===== config.mk =====
export PLATFORM = sky130hd
export DESIGN_NAME = sws_switch
export DESIGN_NICKNAME = d
export VERILOG_FILES = /design/src/logic/sws_pkg.sv /design/src/logic/sws_tmr.sv /design/src/logic/sws_dgpool.sv /design/src/logic/sws_switch.sv
export SDC_FILE = /design/constraint.sdc
export NUM_CORES = 1
export LEC_CHECK = 0
export BUFFER_PORTS_ARGS = -buffer_cell sky130_fd_sc_hd__buf_4
export CAP_MARGIN = 40
export CELL_PAD_IN_SITES_DETAIL_PLACEMENT = 1
export CELL_PAD_IN_SITES_GLOBAL_PLACEMENT = 2
export CORE_UTILIZATION = 39
export DETAILED_ROUTE_END_ITERATION = 10
export PLACE_DENSITY_LB_ADDON = 0.1
export SLEW_MARGIN = 5
export SYNTH_ARGS = -nofsm -noshare
export SYNTH_HDL_FRONTEND = slang
export SYNTH_SLANG_ARGS = --single-unit

===== constraint.sdc =====
create_clock -name core_clk -period 10 [get_ports core_clk]
set_clock_uncertainty 0.05 [all_clocks]
set_input_delay 0.5 -clock core_clk [delete_from_list [all_inputs] [get_ports core_clk]]
set_output_delay 0.5 -clock core_clk [all_outputs]
set_load 0.03 [all_outputs]

===== src/logic/sws_pkg.sv =====
// What this block does
// - While the port runs as RTU slave, a recognised programming master makes the block drop RTU and install the programming slave.
// - The automatic programming slave answers with a turnaround delay of zero milliseconds.
// - The automatic programming slave uses an idle timeout of ten seconds.
// - After the master goes away the port processes no messages until the idle timeout has run out.
// - Expiry of the idle timeout is taken as the sign that the master has been removed.
// - On that sign the RTU slave comes back, unless a new configuration was stored meanwhile, which is then installed.
// - A configuration stored during the session waits and takes effect only once the master is lost.
// - No break is needed to attach, and a break seen by the slave resets the session to wait for a new attach.
// - The programming slave works on point-to-point and on multi-drop links.
// - At most thirty-two permanent datagrams exist, and further establish requests are denied until some are cancelled.
// - Permanent datagrams outlive the session that created them.
// - All permanent datagrams are lost when power is cycled.
// - The ports act only as slaves, RTU or programming, and give no master service.
// - In RTU mode a gap of four character times ends an incoming message, and no answer is sent for it.
package sws_pkg;
   // ==========================================================
   // Timing
   localparam int unsigned CLK_HZ = 20_000_000;
   localparam int unsigned IDLE_S = 10;
   localparam int unsigned IDLE_CYC = CLK_HZ * IDLE_S;
   localparam int unsigned IDLE_W = 28;
   localparam int unsigned TURN_MS = 0;
   localparam int unsigned TURN_CYC = TURN_MS * (CLK_HZ / 1000);
   localparam logic [2:0] GAP_CHARS = 3'h4;
   // ==========================================================
   // Attach message
   localparam logic [7:0] ATT_SOF = 8'h1b;
   localparam logic [7:0] ATT_TYPE = 8'h41;
   localparam logic [7:0] ATT_BLANK = 8'h00;
   localparam logic [3:0] ATT_LEN = 4'ha;
   // ==========================================================
   // Register map
   localparam logic [7:0] A_STAT = 8'h00;
   localparam logic [7:0] A_CFG = 8'h04;
   localparam logic [7:0] A_PEND = 8'h08;
   localparam logic [7:0] A_DG = 8'h0c;
   localparam logic [7:0] A_MSTR = 8'h10;
   localparam int ST_MODE = 0;
   localparam int ST_ATT = 2;
   localparam int ST_PEND = 3;
   localparam int ST_MDEN = 4;
   localparam int ST_CNT = 8;
   localparam int DG_OP = 7;
   localparam int DG_DENY = 8;
   localparam int MS_REQ = 0;
   localparam int MS_CLR = 1;
   localparam int CFG_W = 16;
   localparam logic [CFG_W-1:0] CFG_RST = 16'h0000;
   localparam logic [1:0] PROTO_PRG = 2'h1;
   localparam int DG_MAX = 32;
   localparam int DG_IW = 5;
   localparam int DG_CW = 6;

   typedef enum logic [1:0] {
      SWS_RTU = 2'b00,
      SWS_PRG = 2'b01,
      SWS_GONE = 2'b11
   } sws_mode_t;

   // Byte-lane merge of a write into a 16-bit register.
   function automatic logic [CFG_W-1:0] sws_merge(input logic [CFG_W-1:0] old, input logic [31:0] wd,
                                                  input logic [3:0] sel);
      logic [CFG_W-1:0] m;
      m = old;
      if (sel[0]) m[7:0] = wd[7:0];
      if (sel[1]) m[15:8] = wd[15:8];
      return m;
   endfunction
endpackage


===== src/logic/sws_tmr.sv =====
`timescale 1ns/1ps
module sws_tmr #(parameter int W = 4) (
   // System.
   input wire logic core_clk,
   input wire logic nrst,
   input wire logic ce,
   // Control.
   input wire logic restart,
   input wire logic tick,
   input wire logic [W-1:0] load,
   // Status.
   output logic expired,
   output logic running
);
   import sws_pkg::*;

   typedef struct packed {
      logic [W-1:0] cnt;
      logic run;
      logic exp;
   } sws_tmr_t;

   sws_tmr_t st_r, st_nxt;

   // ==========================================================
   // Countdown
   always_comb begin
      st_nxt = st_r;
      st_nxt.exp = 1'b0;
      if (restart) begin
         st_nxt.cnt = load;
         st_nxt.run = |load;
      end else if (st_r.run && tick) begin
         if (st_r.cnt == W'(1)) begin
            st_nxt.run = 1'b0;
            st_nxt.exp = 1'b1;
         end
         st_nxt.cnt = st_r.cnt - W'(1);
      end
      if (!ce) st_nxt = st_r;
   end

   always_ff @(posedge core_clk or negedge nrst) begin
      if (!nrst) st_r <= '0;
      else st_r <= st_nxt;
   end

   assign expired = st_r.exp;
   assign running = st_r.run;

   property p_exp;
      @(posedge core_clk) disable iff (!nrst)
      ce && st_r.run && tick && !restart && st_r.cnt == W'(1) |=> expired ##1 !expired;
   endproperty
   a_exp: assert property (p_exp) else $error("timer missed its expiry");
endmodule


===== src/logic/sws_dgpool.sv =====
`timescale 1ns/1ps
module sws_dgpool (
   // System.
   input wire logic core_clk,
   input wire logic nrst,
   input wire logic ce,
   // Requests.
   input wire logic est,
   input wire logic cancel,
   input wire logic [sws_pkg::DG_IW-1:0] idx,
   // Results.
   output logic [sws_pkg::DG_IW-1:0] res_idx,
   output logic denied,
   output logic [sws_pkg::DG_CW-1:0] count
);
   import sws_pkg::*;

   typedef struct packed {
      logic [DG_MAX-1:0] used;
      logic [DG_IW-1:0] res;
      logic den;
      logic [DG_CW-1:0] cnt;
   } sws_pool_t;

   sws_pool_t st_r, st_nxt;

   function automatic logic [DG_IW-1:0] first_free(input logic [DG_MAX-1:0] u);
      logic [DG_IW-1:0] f;
      f = '0;
      for (int i = DG_MAX - 1; i >= 0; i--) begin
         if (!u[i]) f = DG_IW'(i);
      end
      return f;
   endfunction

   function automatic logic [DG_CW-1:0] pop(input logic [DG_MAX-1:0] u);
      logic [DG_CW-1:0] c;
      c = '0;
      for (int i = 0; i < DG_MAX; i++) begin
         c = c + DG_CW'(u[i]);
      end
      return c;
   endfunction

   // ==========================================================
   // Slot table
   // Slots are freed only by a cancel or by reset, so they outlive any session.
   always_comb begin
      st_nxt = st_r;
      if (est) begin
         if (&st_r.used) begin
            st_nxt.den = 1'b1;
         end else begin
            st_nxt.den = 1'b0;
            st_nxt.res = first_free(st_r.used);
            st_nxt.used[first_free(st_r.used)] = 1'b1;
         end
      end else if (cancel) begin
         st_nxt.used[idx] = 1'b0;
      end
      st_nxt.cnt = pop(st_nxt.used);
      if (!ce) st_nxt = st_r;
   end

   always_ff @(posedge core_clk or negedge nrst) begin
      if (!nrst) st_r <= '0;
      else st_r <= st_nxt;
   end

   assign res_idx = st_r.res;
   assign denied = st_r.den;
   assign count = st_r.cnt;

   property p_full;
      @(posedge core_clk) disable iff (!nrst)
      ce && est && (&st_r.used) |=> denied && count == DG_CW'(DG_MAX);
   endproperty
   a_full: assert property (p_full) else $error("establish not denied when full");

   property p_keep;
      @(posedge core_clk) disable iff (!nrst)
      !(ce && cancel) |=> ($past(st_r.used) & ~st_r.used) == '0;
   endproperty
   a_keep: assert property (p_keep) else $error("datagram lost without cancel");
endmodule


===== src/logic/sws_switch.sv =====
// Our own choices: the placing of the registers and register access over Wishbone.
`timescale 1ns/1ps
module sws_switch #(parameter int unsigned IDLE_CYCLES = sws_pkg::IDLE_CYC) (
   // System.
   input wire logic core_clk,
   input wire logic nrst,
   input wire logic ce,
   // Wishbone slave.
   input wire logic cyc_i,
   input wire logic stb_i,
   input wire logic we_i,
   input wire logic [7:0] adr_i,
   input wire logic [3:0] sel_i,
   input wire logic [31:0] dat_i,
   output logic ack_o,
   output logic [31:0] dat_o,
   // Character engine of the port.
   input wire logic rx_vld,
   input wire logic [7:0] rx_byte,
   input wire logic rx_brk,
   input wire logic char_tick,
   // Protocol handlers.
   input wire logic resp_req,
   output logic resp_go,
   output logic rtu_rx_en,
   output logic prog_rx_en,
   output logic rtu_msg_end,
   output logic rtu_msg_drop,
   output logic [1:0] proto_mode,
   output logic [sws_pkg::CFG_W-1:0] line_cfg
);
   import sws_pkg::*;

   typedef struct packed {
      sws_mode_t mode;
      logic att;
      logic [3:0] att_cnt;
      logic [CFG_W-1:0] cfg;
      logic [CFG_W-1:0] pend;
      logic pend_v;
      logic mden;
      logic ack;
      logic gap_end;
      logic drop;
      logic [31:0] dat;
   } sws_st_t;

   sws_st_t st_r, st_nxt;

   logic gap_exp;
   logic idle_exp;
   logic wr;
   logic dg_est;
   logic dg_cancel;
   logic [DG_IW-1:0] dg_res;
   logic dg_den;
   logic [DG_CW-1:0] dg_cnt;
   logic [7:0] att_exp;
   logic hunt;
   logic [31:0] rd;

   // ==========================================================
   // Bus decode
   // A write lands on the edge at which the master sees ack.
   assign wr = cyc_i && stb_i && we_i && st_r.ack;
   assign dg_est = ce && wr && adr_i == A_DG && dat_i[DG_OP];
   assign dg_cancel = ce && wr && adr_i == A_DG && !dat_i[DG_OP];

   always_comb begin
      rd = '0;
      case (adr_i)
         A_STAT: begin
            rd[ST_MODE +: 2] = st_r.mode;
            rd[ST_ATT] = st_r.att;
            rd[ST_PEND] = st_r.pend_v;
            rd[ST_MDEN] = st_r.mden;
            rd[ST_CNT +: DG_CW] = dg_cnt;
         end
         A_CFG: rd[CFG_W-1:0] = st_r.cfg;
         A_PEND: rd[CFG_W-1:0] = st_r.pend;
         A_DG: begin
            rd[DG_IW-1:0] = dg_res;
            rd[DG_DENY] = dg_den;
         end
         default: rd = '0;
      endcase
   end

   // ==========================================================
   // Attach recognition
   // The matcher listens only where a new attach may come: under RTU,
   // or in a programming session with no accepted attach (after a break, or one installed from a pending configuration).
   assign hunt = st_r.mode == SWS_RTU || (st_r.mode == SWS_PRG && !st_r.att);

   always_comb begin
      case (st_r.att_cnt)
         4'h0: att_exp = ATT_SOF;
         4'h1: att_exp = ATT_TYPE;
         default: att_exp = ATT_BLANK;
      endcase
   end

   // ==========================================================
   // Protocol state
   always_comb begin
      st_nxt = st_r;
      st_nxt.gap_end = 1'b0;
      st_nxt.drop = 1'b0;
      st_nxt.ack = cyc_i && stb_i && !st_r.ack;
      if (cyc_i && stb_i && !st_r.ack && !we_i) st_nxt.dat = rd;

      case (st_r.mode)
         SWS_RTU: begin
            if (gap_exp) begin
               st_nxt.gap_end = 1'b1;
               st_nxt.att_cnt = '0;
            end
         end
         SWS_PRG: begin
            // Expiry is tested first: a break in the same cycle must not swallow
            // the only sign that the master has gone, or the session would hang.
            if (idle_exp) begin
               st_nxt.mode = SWS_GONE;
               st_nxt.att = 1'b0;
               st_nxt.att_cnt = '0;
            end else if (rx_brk) begin
               st_nxt.att = 1'b0;
               st_nxt.att_cnt = '0;
            end
         end
         SWS_GONE: begin
            // A pending configuration replaces RTU when the master is lost.
            if (st_r.pend_v) begin
               st_nxt.cfg = st_r.pend;
               st_nxt.pend_v = 1'b0;
               st_nxt.mode = (st_r.pend[1:0] == PROTO_PRG) ? SWS_PRG : SWS_RTU;
            end else begin
               st_nxt.mode = SWS_RTU;
            end
         end
         default: st_nxt.mode = SWS_RTU;
      endcase

      // Bytes arrive at the settings already in force, so a master on other
      // settings never produces a clean attach here.
      if (rx_vld && hunt && !(st_r.mode == SWS_PRG && rx_brk)) begin
         if (rx_byte == att_exp) begin
            if (st_r.att_cnt == ATT_LEN - 4'h1) begin
               st_nxt.mode = SWS_PRG;
               st_nxt.att = 1'b1;
               st_nxt.att_cnt = '0;
               st_nxt.drop = st_r.mode == SWS_RTU;
            end else begin
               st_nxt.att_cnt = st_r.att_cnt + 4'h1;
            end
         end else begin
            st_nxt.att_cnt = (rx_byte == ATT_SOF) ? 4'h1 : 4'h0;
         end
      end

      if (wr && adr_i == A_CFG) begin
         if (st_r.mode == SWS_RTU) begin
            st_nxt.cfg = sws_merge(st_r.cfg, dat_i, sel_i);
         end else begin
            st_nxt.pend = sws_merge(st_r.pend, dat_i, sel_i);
            st_nxt.pend_v = 1'b1;
         end
      end

      // No master service exists; a request only raises a refusal flag,
      // and a new request wins over a clear in the same write.
      if (wr && adr_i == A_MSTR) begin
         if (dat_i[MS_REQ]) st_nxt.mden = 1'b1;
         else if (dat_i[MS_CLR]) st_nxt.mden = 1'b0;
      end

      if (!ce) st_nxt = st_r;
   end

   always_ff @(posedge core_clk or negedge nrst) begin
      if (!nrst) begin
         st_r <= '0;
         st_r.mode <= SWS_RTU;
         st_r.cfg <= CFG_RST;
         st_r.pend <= CFG_RST;
      end else begin
         st_r <= st_nxt;
      end
   end

   // ==========================================================
   // Timers and datagram pool
   sws_tmr #(.W(3)) u_gap (
      .core_clk(core_clk),
      .nrst(nrst),
      .ce(ce),
      .restart(rx_vld && st_r.mode == SWS_RTU),
      .tick(char_tick),
      .load(GAP_CHARS),
      .expired(gap_exp),
      .running()
   );

   // Any byte in the session, or entry into it, restarts the idle count.
   sws_tmr #(.W(IDLE_W)) u_idle (
      .core_clk(core_clk),
      .nrst(nrst),
      .ce(ce),
      .restart((st_r.mode == SWS_PRG && rx_vld) || (st_r.mode != SWS_PRG && st_nxt.mode == SWS_PRG)),
      .tick(1'b1),
      .load(IDLE_W'(IDLE_CYCLES)),
      .expired(idle_exp),
      .running()
   );

   sws_dgpool u_pool (
      .core_clk(core_clk),
      .nrst(nrst),
      .ce(ce),
      .est(dg_est),
      .cancel(dg_cancel),
      .idx(dat_i[DG_IW-1:0]),
      .res_idx(dg_res),
      .denied(dg_den),
      .count(dg_cnt)
   );

   // ==========================================================
   // Outputs
   assign ack_o = st_r.ack;
   assign dat_o = st_r.dat;
   assign proto_mode = st_r.mode;
   assign line_cfg = st_r.cfg;
   assign rtu_rx_en = st_r.mode == SWS_RTU;
   // Forwarding needs an accepted attach but no station match, which serves
   // point-to-point and multi-drop links alike.
   assign prog_rx_en = st_r.mode == SWS_PRG && st_r.att;
   assign rtu_msg_end = st_r.gap_end;
   assign rtu_msg_drop = st_r.drop;
   // Zero turnaround: the grant follows the request in the same cycle.
   assign resp_go = resp_req && prog_rx_en && TURN_CYC == 0;

   // ==========================================================
   // Checks
   property p_att;
      @(posedge core_clk) disable iff (!nrst)
      ce && rx_vld && st_r.mode == SWS_RTU && st_r.att_cnt == ATT_LEN - 4'h1 && rx_byte == ATT_BLANK
      |=> proto_mode == SWS_PRG && prog_rx_en && rtu_msg_drop;
   endproperty
   a_att: assert property (p_att) else $error("attach did not install the programming slave");

   property p_turn;
      @(posedge core_clk) disable iff (!nrst)
      resp_req && prog_rx_en |-> resp_go;
   endproperty
   a_turn: assert property (p_turn) else $error("response grant delayed");

   property p_hold;
      @(posedge core_clk) disable iff (!nrst)
      ce && st_r.mode == SWS_PRG && !idle_exp |=> st_r.mode == SWS_PRG;
   endproperty
   a_hold: assert property (p_hold) else $error("session left before idle expiry");

   property p_back;
      @(posedge core_clk) disable iff (!nrst)
      ce && st_r.mode == SWS_GONE && !st_r.pend_v |=> proto_mode == SWS_RTU && line_cfg == $past(line_cfg);
   endproperty
   a_back: assert property (p_back) else $error("RTU not reinstalled");

   property p_pend;
      @(posedge core_clk) disable iff (!nrst)
      st_r.mode == SWS_PRG |=> $stable(line_cfg);
   endproperty
   a_pend: assert property (p_pend) else $error("configuration applied during session");

   property p_brk;
      @(posedge core_clk) disable iff (!nrst)
      ce && rx_brk && st_r.mode == SWS_PRG && !idle_exp |=> !prog_rx_en && proto_mode == SWS_PRG;
   endproperty
   a_brk: assert property (p_brk) else $error("break did not reset the session");

   property p_mden;
      @(posedge core_clk) disable iff (!nrst)
      ce && wr && adr_i == A_MSTR && dat_i[MS_REQ] |=> st_r.mden;
   endproperty
   a_mden: assert property (p_mden) else $error("master request not refused");

   property p_gap;
      @(posedge core_clk) disable iff (!nrst)
      ce && gap_exp && st_r.mode == SWS_RTU |=> rtu_msg_end ##1 !rtu_msg_end;
   endproperty
   a_gap: assert property (p_gap) else $error("character gap did not end the message");

   property p_lost;
      @(posedge core_clk) disable iff (!nrst)
      ce && st_r.mode == SWS_PRG && idle_exp && !rx_vld |=> proto_mode == SWS_GONE;
   endproperty
   a_lost: assert property (p_lost) else $error("idle expiry did not end the session");

   property p_apply;
      @(posedge core_clk) disable iff (!nrst)
      ce && st_r.mode == SWS_GONE && st_r.pend_v |=> line_cfg == $past(st_r.pend);
   endproperty
   a_apply: assert property (p_apply) else $error("pending configuration not installed");

   property p_quiet;
      @(posedge core_clk) disable iff (!nrst)
      ce && st_r.mode == SWS_PRG |=> !rtu_rx_en && !rtu_msg_end;
   endproperty
   a_quiet: assert property (p_quiet) else $error("RTU handling active during session");
endmodule


# [Yosys cells after proc, flatten, opt, wreduce, memory -nomap -nowiden]
# Index checks and enable logic that the tools add are counted.
[totals] mem_bits_rw=0 mem_bits_ro=0 memories=0 out_inout_bits=56 elab_cells=227 input_bits=62 latchBits=0 regBits=139
[op_classes] addsub=34 n_reduce_logical=51 n_eq_ne=19 bitwise_logic=5 n_mux=91 n_mul=0 shift=0 div_mod_pow=0 magnitude_cmp=4
[ops] op="$mux 5" count=37
[ops] op="$add 6x1->6" count=30
[ops] op="$mux 76" count=1
[ops] op="$mux 16" count=4
[ops] op="$mux 32" count=2
[ops] op="$mux 37" count=1
[ops] op="$mux 33" count=1
[ops] op="$and 32x32->32" count=1
[ops] op="$mux 8" count=4
[ops] op="$not 32->32" count=1
[ops] op="$or 32x32->32" count=1
[ops] op="$reduce_and 32->1" count=1
[ops] op="$mux 30" count=1
[ops] op="$mux 29" count=1
[ops] op="$eq 28x1->1 const B" count=1
[ops] op="$sub 28x1->28 const B" count=1
[ops] op="$logic_and 1x1->1" count=23
[ops] op="$pmux 5 s4" count=1
[ops] op="$mux 1" count=18
[ops] op="$mux 17" count=1
[ops] op="$eq 8x4->1 const B" count=2
[ops] op="$eq 8x5->1 const B" count=2
[ops] op="$mux 4" count=4
[ops] op="$pmux 5 s3" count=1
[ops] op="37 further kinds" count=64

# [Logic depth before layout (Yosys ltp)]
# Gate-level depths: netlist of the first run.
[logic_depth] depth_word=72 ltp_mapped=24 depth_no_buf=23

# [Hierarchy]
# From an unflattened synthesis of the first run, not the netlist that was laid out.
[hier_totals] cells_unflattened=1056 hier_area_um2=9464.1
[modules_own_cells] module="sws_dgpool" seq_area_each_um2=1101.1 instances=1 cells_each=431 area_per_inst_um2=3659.8
[modules_own_cells] module="sws_switch" seq_area_each_um2=1501.4 instances=1 cells_each=346 area_per_inst_um2=3512.1
[modules_own_cells] module="sws_tmr at u_idle" seq_area_each_um2=750.7 instances=1 cells_each=248 area_per_inst_um2=1994.4
[modules_own_cells] module="sws_tmr at u_gap" seq_area_each_um2=125.1 instances=1 cells_each=31 area_per_inst_um2=297.8

# [Worst setup path before layout of the first run]
# OpenSTA, ideal clock, no wires.
[synth_path] path_kind="input-to-reg" from="input adr_i[1]" to="register u_pool.st_r (netlist bit u_pool.count[4])" slack_ns=3.340 setup_ns=0.125 required_time_ns=9.825 arrival_time_ns=6.485 path_buffers=1 path_stages=22 cell_sequence="nor3_2 and3b_4 and2_4 nand4_4 or4_1 buf_2 o31a_1 fa_1 fa_1 inv_1 fa_1 fa_1 inv_1 fa_1 fa_1 fa_1 inv_1 fa_1 a21o_1 a21oi_1 xnor2_1 mux2_2"
[synth_between] elab_chain_cells=36 word_cells_on_any_way=37 classes_between="add/sub (31); eq/ne (1); mux (2); reduce/logical (3)"
[synth_rtl] item="start: declaration" line_no="sws_switch.sv:12" text="input wire logic [7:0] adr_i,"
[synth_rtl] item="$eq 8x4->1 *" line_no="sws_switch.sv:66, sws_switch.sv:67"
[synth_rtl] item="$logic_and 1x1->1 *" line_no="sws_switch.sv:66, sws_switch.sv:67"
[synth_rtl] item="$logic_and 1x1->1" line_no="sws_switch.sv:67" text="assign dg_cancel = ce && wr && adr_i == A_DG && !dat_i[DG_OP];"
[synth_rtl] item="$mux 32" line_no="sws_dgpool.sv:58" text="end else if (cancel) begin"
[synth_rtl] item="$mux 32 *" line_no="sws_dgpool.sv:50" text="if (est) begin"
[synth_rtl] item="$add 1x1->2" line_no="sws_dgpool.sv:40" text="c = c + DG_CW'(u[i]);"
[synth_rtl] item="$add 6x1->6 (29 in a row)" line_no="sws_dgpool.sv:40"
[synth_rtl] item="$add 6x1->6 *" line_no="sws_dgpool.sv:40"
[synth_rtl] item="end signal: assignment" line_no="sws_dgpool.sv:67" text="else st_r <= st_nxt;"
[synth_rtl] item="end: declaration" line_no="sws_dgpool.sv:25" text="sws_pool_t st_r, st_nxt;"
# Every way passes the cells marked *; elsewhere a longest branch is shown, timed or not.
# A chain may end at the register's enable or synchronous reset.

# [Final worst setup path of the first run]
[layout_path] from="register st_r (netlist bit ack_o)" to="register u_pool.st_r (netlist bit u_pool.count[4])"
[layout_between] elab_chain_cells=37 word_cells_on_any_way=38 classes_between="add/sub (31); mux (2); reduce/logical (5)"
[layout_rtl] item="start: declaration" line_no="sws_switch.sv:48" text="sws_st_t st_r, st_nxt;"
[layout_rtl] item="start signal: assignment" line_no="sws_switch.sv:187" text="st_r <= st_nxt;"
[layout_rtl] item="$logic_and 1x1->1 *" line_no="sws_switch.sv:65" text="assign wr = cyc_i && stb_i && we_i && st_r.ack;"
[layout_rtl] item="$logic_and 1x1->1 * (2 in a row)" line_no="sws_switch.sv:66, sws_switch.sv:67"
[layout_rtl] item="$logic_and 1x1->1" line_no="sws_switch.sv:67"
[layout_rtl] item="$mux 32" line_no="sws_dgpool.sv:58"
[layout_rtl] item="$mux 32 *" line_no="sws_dgpool.sv:50"
[layout_rtl] item="$add 1x1->2" line_no="sws_dgpool.sv:40"
[layout_rtl] item="$add 6x1->6 (29 in a row)" line_no="sws_dgpool.sv:40"
[layout_rtl] item="$add 6x1->6 *" line_no="sws_dgpool.sv:40"
# Marked as above.

==> metrics, run 1 <==
Slew Viols, Final 0; number of setup buffers added after CTS 0; diodes inserted 0; first-pass GRT wire length about 40,000 µm; DR pass1 iterations 4; TNS Setup 0 ns; sequential share of the synthesized area between 40% and 50%; top layer in use met4; H-tree levels 4; Tcrit/Tclk final between 70 and 80%; HP Class input pin to flop; core region area approximately 22,000 µm²; Compound-Gate Fraction of Synth Area approximately a fifth; Switching Share around a quarter; Final Power 1.36 mW; Fin. Hold Viols 0; Synth Register Bits 139; mean post-synth cell area 9.45 µm²; Post-synth top flop dfrtp_1; die extent in x between 150 and 200 µm; wire length per cell between 20 and 25 µm; Finish-stage setup viols 0; CP endpoint kind flop; Worst-path clk slew ~0.070 ns; max capacitance violation total 0; Synth cell types between 70 and 80; remaining antenna violation count after routing 0; hold depth 2; unrepaired setup endpoints after global routing no; IO buf count 83; Startpoint Class flop; EDFF count, synth 0; Die Y around 150 µm; Total GRT Usage between 20% and 30%; async set-reset flop share out of synthesis 100%; nets 1,052; P_int a little over 1 mW; Sw Pwr 0.345 mW; Storage cell area 3480 µm²; CTS tree done; Synth Area in XOR/XNOR ~1.4%; Post-CTS Resized 0; largest cells by area after synthesis dfrtp_1, o21ai_0, fa_1; DRT iter0 DRCs 320; slew margin rel. between 40% and 50%; CTS sink cnt approximately 140; largest family of logic cells by synthesized area compound AO/OA/AOI/OAI gates; clock share of power 50.1%; io pins between 100 and 150; area share of the largest cell type after synthesis 40.1%; crit path max fanout 7; TritonCTS Buffers 17; WP data required 10.26 ns; wire length on met3 1240 µm; synth warn 0; vias in the first global route roughly 7,500; Mapped Cells about 900; minimum clock period 7.40 ns; actual slew at the worst max-slew pin between 0.8 and 0.9 ns; Root Buffer Master clkbuf_16; via count between 7,000 and 8,000; sequential share of power between 40% and 50%; Final Instance Area between 9000 and 10,000 µm²; status complete, no violations; Fmax achieved roughly 140 MHz; GRT overflow 0; drt via density approximately 5.8; Clock Latency Late Sink roughly 0.43 ns; CP Class flop to flop; drc violations 0; M1 wire length about 12,000 µm; met2 wire length between 10,000 and 15,000 µm; initial antenna violation count 0; Routed WL between 20,000 and 30,000 µm; Starting Density between 30% and 40%; depth of the worst register-to-register path 23; share of cells above drive strength 1 17.4%; synth-to-layout area growth 13.6%; PD cells around 140 nW/µm²; flop2flop setup slack 2.60 ns; gpl congestion 0.860; # fillers 2,497; largest net degree at the start of global routing 91; Area after DPL 9200 µm²; area of the multi-input gates between 4000 and 5000 µm²; CP arrival around 7.7 ns; final core utilization between 40% and 50%; post-synthesis adder-cell area fraction 7.70%; Hold Slack 0.269 ns; clock buffer depth 2; VDD IR-drop max 0.103 mV; P_leak 4.36 nW; Synth area leader dfrtp_1; die area between 20,000 and 25,000 µm²; post-synthesis mux area share 4.70%; synthesized area between 8000 and 9000 µm²; HPWL after DPL 19,100 µm; Logic pwr share 7.2%; floorplan row count 54; Synth Area in Simple Gates between 15 and 20%
==> worst paths after layout <==
path                                 from           endpoint
worst max-delay path                ack_o    u_pool.count[4]
worst min-delay path             dat_i[5]           st_r[42]
worst max register to register      ack_o    u_pool.count[4]
worst min register to register  dat_o[12]          dat_o[12]
max in group asynchronous            nrst  u_pool.res_idx[4]
min in group asynchronous            nrst           st_r[70]
==> logic make-up after synthesis <==
kind of cell             Yosys count
AND/OR/NAND/NOR                  294
AO/OA/AOI/OAI                    264
flip-flops                       139
buffers and inverters            134
adder cells (fa/ha/maj)           39
multiplexers                      33
XOR/XNOR                          14
other                              1
==> Yosys cell counts, drive strengths merged (8+ instances only) <==
master / count
a21oi: 25
a22oi: 10
a2bb2oi: 16
and2: 10
buf: 65
clkbuf: 24
dfrtp: 139
fa: 24
ha: 15
inv: 45
mux2: 22
nand2: 91
nand2b: 11
nand3: 29
nand3b: 8
nand4: 17
nor2: 48
nor2b: 9
nor3: 21
nor4: 9
o21a: 22
o21ai: 102
o22ai: 18
o31ai: 12
or4: 10
xnor2: 10
==> cells in the final DEF (no fill, tap or decap), types with 11 or more instances in the layout <==
cell / instances
a2bb2oi_1: 16
nand3_1: 29
o21a_1: 22
conb_1: 16
nor3_1: 19
nand4_1: 16
buf_4: 84
o21ai_0: 98
o31ai_1: 11
nand2b_1: 11
clkbuf_16: 17
fa_1: 24
o22ai_1: 17
inv_1: 45
a21oi_1: 25
mux2_2: 22
nor2_1: 47
dfrtp_1: 139
ha_1: 15
nand2_1: 91
==> through the flow <==
stage               worst slack [ns]  cells
floorplan                       3.34    933
global placement                2.33   1209
detailed placement              2.32   1210
CTS                             2.55   1242
global route                    2.16   1244
finish                          2.60   1244
==> per-layer routing <==
layer  global-route usage (%)  vias to the layer above
met5                        0                        -
met4                     7.35                        0
met3                     4.01                       29
met2                     38.9                      193
met1                     31.9                     3643
li1                         -                     3330
==> cell type report <==
type	instances	share of cell area [%]
clock buffers	18	4.45
clock inverters	14	1.87
inverters	45	1.71
multi-input cells	660	46.1
flip-flops and latches	139	35.3
well taps	280	3.55
repair buffers	88	7.04
==> power by group through the flow <==
stage               registers (mW)  logic [mW]  clock network (mW)
finish                       0.578      0.0979               0.679
global route                 0.579       0.108               0.715
CTS                          0.578      0.0976               0.690
detailed placement           0.589      0.0975                   0
global placement             0.588      0.0939                   0
floorplan                    0.587      0.0609                   0
==> flip-flops by register name, indices dropped and copies added, names as in the netlist <==
name            flops
u_idle.running      1
st_r               23
ack_o               1
u_pool.count        6
u_pool.st_r        32
dat_o              16
u_pool.res_idx      5
u_gap.running       1
line_cfg           16
u_idle.st_r        28
rtu_msg_end         1
proto_mode          2
rtu_msg_drop        1
u_gap.st_r          3
u_idle.expired      1
u_pool.denied       1
u_gap.expired       1
==> timing repair <==
| action | CTS | global route |
|---|---|---|
| hold buffers | 0 | 1 |
| endpoints found under the setup margin | 0 | 0 |
| endpoints found under the hold margin | 0 | 4 |
==> critical path, stage by stage, from the launching register on <==
cell	delay, ns
dfrtp_1	0.38
nand2_1	0.06
nor2_1	0.32
nand2_1	0.21
nor4_2	0.62
nand3b_1	0.50
o21ai_0	0.34
o21ai_0	0.17
fa_1	0.58
inv_1	0.05
fa_1	0.49
fa_1	0.53
inv_1	0.06
fa_1	0.47
inv_1	0.06
fa_1	0.51
fa_1	0.53
fa_1	0.17
inv_1	0.06
fa_1	0.40
a21o_1	0.19
a21oi_1	0.17
xnor2_1	0.08
mux2_2	0.26
(Power assumes the default switching activity.)
==> inputs of run 2 (changes only) <==
ABC_AREA = 1   (was not set)
CORE_UTILIZATION = 35   (was 39)
clock period = 7.1 ns   (was 10 ns; I/O delays follow)
==> metrics, run 2 <==
die area 25,300 µm² (was 22,800 µm²); slowest CP cell fa_2 (was nor4_2); CTS tree done (unchanged); remaining antenna violation count after routing 0 (unchanged); CP endpoint kind flop (unchanged); Starting Density 35.6% (was 39.8%); biggest regs u_pool.st_r x32, u_idle.st_r x28, st_r x23 (unchanged); drt via density 4.97 (was 5.78); Synth area leader dfrtp_1 (unchanged); share of cells above drive strength 1 19.9% (was 17.4%); minimum clock period 6.90 ns (was 7.40 ns); Die Y 159 µm (was 151 µm); HP Class input pin to flop (unchanged); mean post-synth cell area 8.09 µm² (was 9.45 µm²); unrepaired setup endpoints after global routing yes (was no); area share of the largest cell type after synthesis 40.2% (was 40.1%); status complete, no violations (unchanged); CP arrival 7.15 ns (was 7.66 ns); DR pass1 iterations 4 (unchanged); Routed WL 26,600 µm (was 25,600 µm); Finish-stage setup viols 0 (unchanged); met3 track demand over resource 3.15% (was 4.01%); final cell count without fillers 1,502 (was 1,244); gpl congestion 0.845 (was 0.860); VDD IR-drop max 0.128 mV (was 0.103 mV); IO buf count 83 (unchanged); nets 1,267 (was 1,052); Final Power 2.28 mW (was 1.36 mW); Clock Latency Late Sink 0.43 ns (about the same); largest net degree at the start of global routing 71 (was 91); Startpoint Class flop (unchanged); largest cells by area after synthesis dfrtp_1, nand2_1, o21ai_0 (was dfrtp_1, o21ai_0, fa_1); clock buffer depth 2 (unchanged); GRT overflow 0 (unchanged); core region area 24,200 µm² (was 21,800 µm²); Slew Viols, Final 0 (unchanged); vias in the first global route 7,737 (was 7,484); Most flops, register u_pool.st_r (unchanged); most common library cells after synthesis nand2_1, inv_1, dfrtp_1, o21ai_0, nor2_1 (was dfrtp_1, o21ai_0, nand2_1, buf_4, nor2_1); Post-synth top flop dfrtp_1 (unchanged); initial antenna violation count 0 (unchanged); sequential share of the synthesized area 40.2% (was 40.1%); slew margin rel. 46.3% (was 40.2%); most frequent cell after synthesis nand2_1 (was dfrtp_1); met2 usage 35.7% (was 38.9%); wire length per cell 17.7 µm (was 20.6 µm); crit path max fanout 6 (was 7); EDFF count, synth 0 (unchanged); max reg flops 32 (unchanged); Synth Register Bits 139 (unchanged); first-pass GRT wire length 43,200 µm (was 41,000 µm); Critical Path Most Common Cell nand2_1 (was fa_1); diodes inserted 0 (unchanged); DP Worst Slack -0.0484 ns (was 2.32 ns); TritonCTS Buffers 17 (unchanged); Fmax achieved 145 MHz (was 135 MHz); Total GRT Usage 22.0% (was 23.7%); PD cells 219 nW/µm² (was 137 nW/µm²); Synth cell types 51 (was 75); CP Class flop to flop (unchanged); Fin. Hold Viols 0 (unchanged); floorplan row count 57 (was 54); drc violations 0 (unchanged); synth-to-layout area growth 20.5% (was 13.6%); most common cell after layout, fill and taps aside nand2_1 (was dfrtp_1); synth warn 0 (unchanged); TNS Setup 0 ns (unchanged); Root Buffer Master clkbuf_16 (unchanged); gr busiest metal met2 (unchanged); synthesized area 8640 µm² (was 8680 µm²); WP data required 7.35 ns (was 10.26 ns); via count 7,470 (was 7,195); crit-path max cell delay 0.58 ns (was 0.62 ns); Worst-path clk slew 0.07 ns (about the same); M1 GR Usage 30.5% (was 31.9%); Mapped Cells 1,068 (was 918); max capacitance violation total 0 (unchanged); final core utilization 42.9% (was 45.2%); # fillers 2,927 (was 2,497); actual slew at the worst max-slew pin 0.804 ns (was 0.894 ns); CTS sink cnt 139 (unchanged); Tcrit/Tclk final 97.2% (was 74.0%); io pins 118 (unchanged); P_leak 5.02 nW (was 4.36 nW); die extent in x 159 µm (was 151 µm); async set-reset flop share out of synthesis 100% (unchanged); DRT iter0 DRCs 274 (was 320); H-tree levels 4 (unchanged); placed cells 1,461 (was 1,210); HPWL after DPL 19,900 µm (was 19,100 µm); post-route setup slack 0.197 ns (was 2.60 ns); most frequent cells in the layout nand2_1, inv_1, dfrtp_1, buf_4, o21ai_0 (was dfrtp_1, o21ai_0, nand2_1, buf_4, nor2_1)
-- run 2: final cells by class --
| cell class | count | area, µm² | share of cell area (%) |
|---|---|---|---|
| clock buffer | 17 | 425 | 4.09 |
| clock inverter | 14 | 161 | 1.55 |
| inverter | 158 | 593 | 5.70 |
| multi-input combinational | 715 | 4280 | 41.1 |
| sequential | 139 | 3480 | 33.4 |
| tap | 324 | 405 | 3.89 |
| timing repair buffer | 135 | 1060 | 10.2 |
-- run 2: kinds of logic after synthesis --
logic type | Yosys count | share of synthesized area (%)
multiplexers | 15 | 1.87
buffers and inverters | 229 | 12.2
AO/OA/AOI/OAI | 204 | 13.5
other | 1 | 0.0434
XOR/XNOR | 22 | 2.23
adder cells (fa/ha/maj) | 39 | 7.73
flip-flops | 139 | 40.2
AND/OR/NAND/NOR | 419 | 22.2
-- run 2: path summary, 6_finish.rpt --
path	startpoint	endpoint	slack, ns	cells past startpoint
setup reg to reg	u_pool.st_r[42]	u_pool.count[2]	0.20	49
hold reg to reg	dat_o[4]	dat_o[4]	0.44	2
hold / removal	dat_i[15]	st_r[52]	0.13	2
setup / recovery	u_pool.st_r[42]	u_pool.count[2]	0.20	49
min in group asynchronous	nrst	st_r[71]	0.47	2
max in group asynchronous	nrst	u_pool.st_r[16]	5.39	4
-- run 2: metal layers --
| metal | wire length [µm] | up-vias |
|---|---|---|
| li1 | - | 3625 |
| met1 | 13000 | 3689 |
| met2 | 12400 | 130 |
| met3 | 771 | 26 |
| met4 | 466 | 0 |
| met5 | 0 | - |
-- run 2: power by group --
group,switching (mW),internal [mW]
logic,0.258,0.154
registers,0.0785,0.869
clock network,0.394,0.525
-- run 2: repair_timing --
action | CTS | global route
setup buffers | 5 | 5
endpoints found under the hold margin | 69 | 0
pin swaps | 8 | 15
hold buffers | 1 | 0
endpoints found under the setup margin | 1 | 5
gates resized for setup | 7 | 30
cloned | 0 | 0
-- run 2: critical path: cells and delay by family (launching register included) --
| kind | cells | cell delay, ns |
|---|---|---|
| xor+xnor | 1 | 0.15 |
| fa+ha+maj | 8 | 3.66 |
| simple gates | 33 | 2.01 |
| buf+inv | 6 | 0.43 |
| flops | 1 | 0.41 |
| compound gates | 1 | 0.07 |
-- run 2: stage by stage --
| stage | hold slack [ns] | area, µm² |
|---|---|---|
| floorplan | 0.00941 | 8700 |
| global placement | 0.385 | 9580 |
| detailed placement | 0.382 | 9630 |
| CTS | 0.109 | 10300 |
| global route | 0.112 | 10400 |
| finish | 0.126 | 10400 |
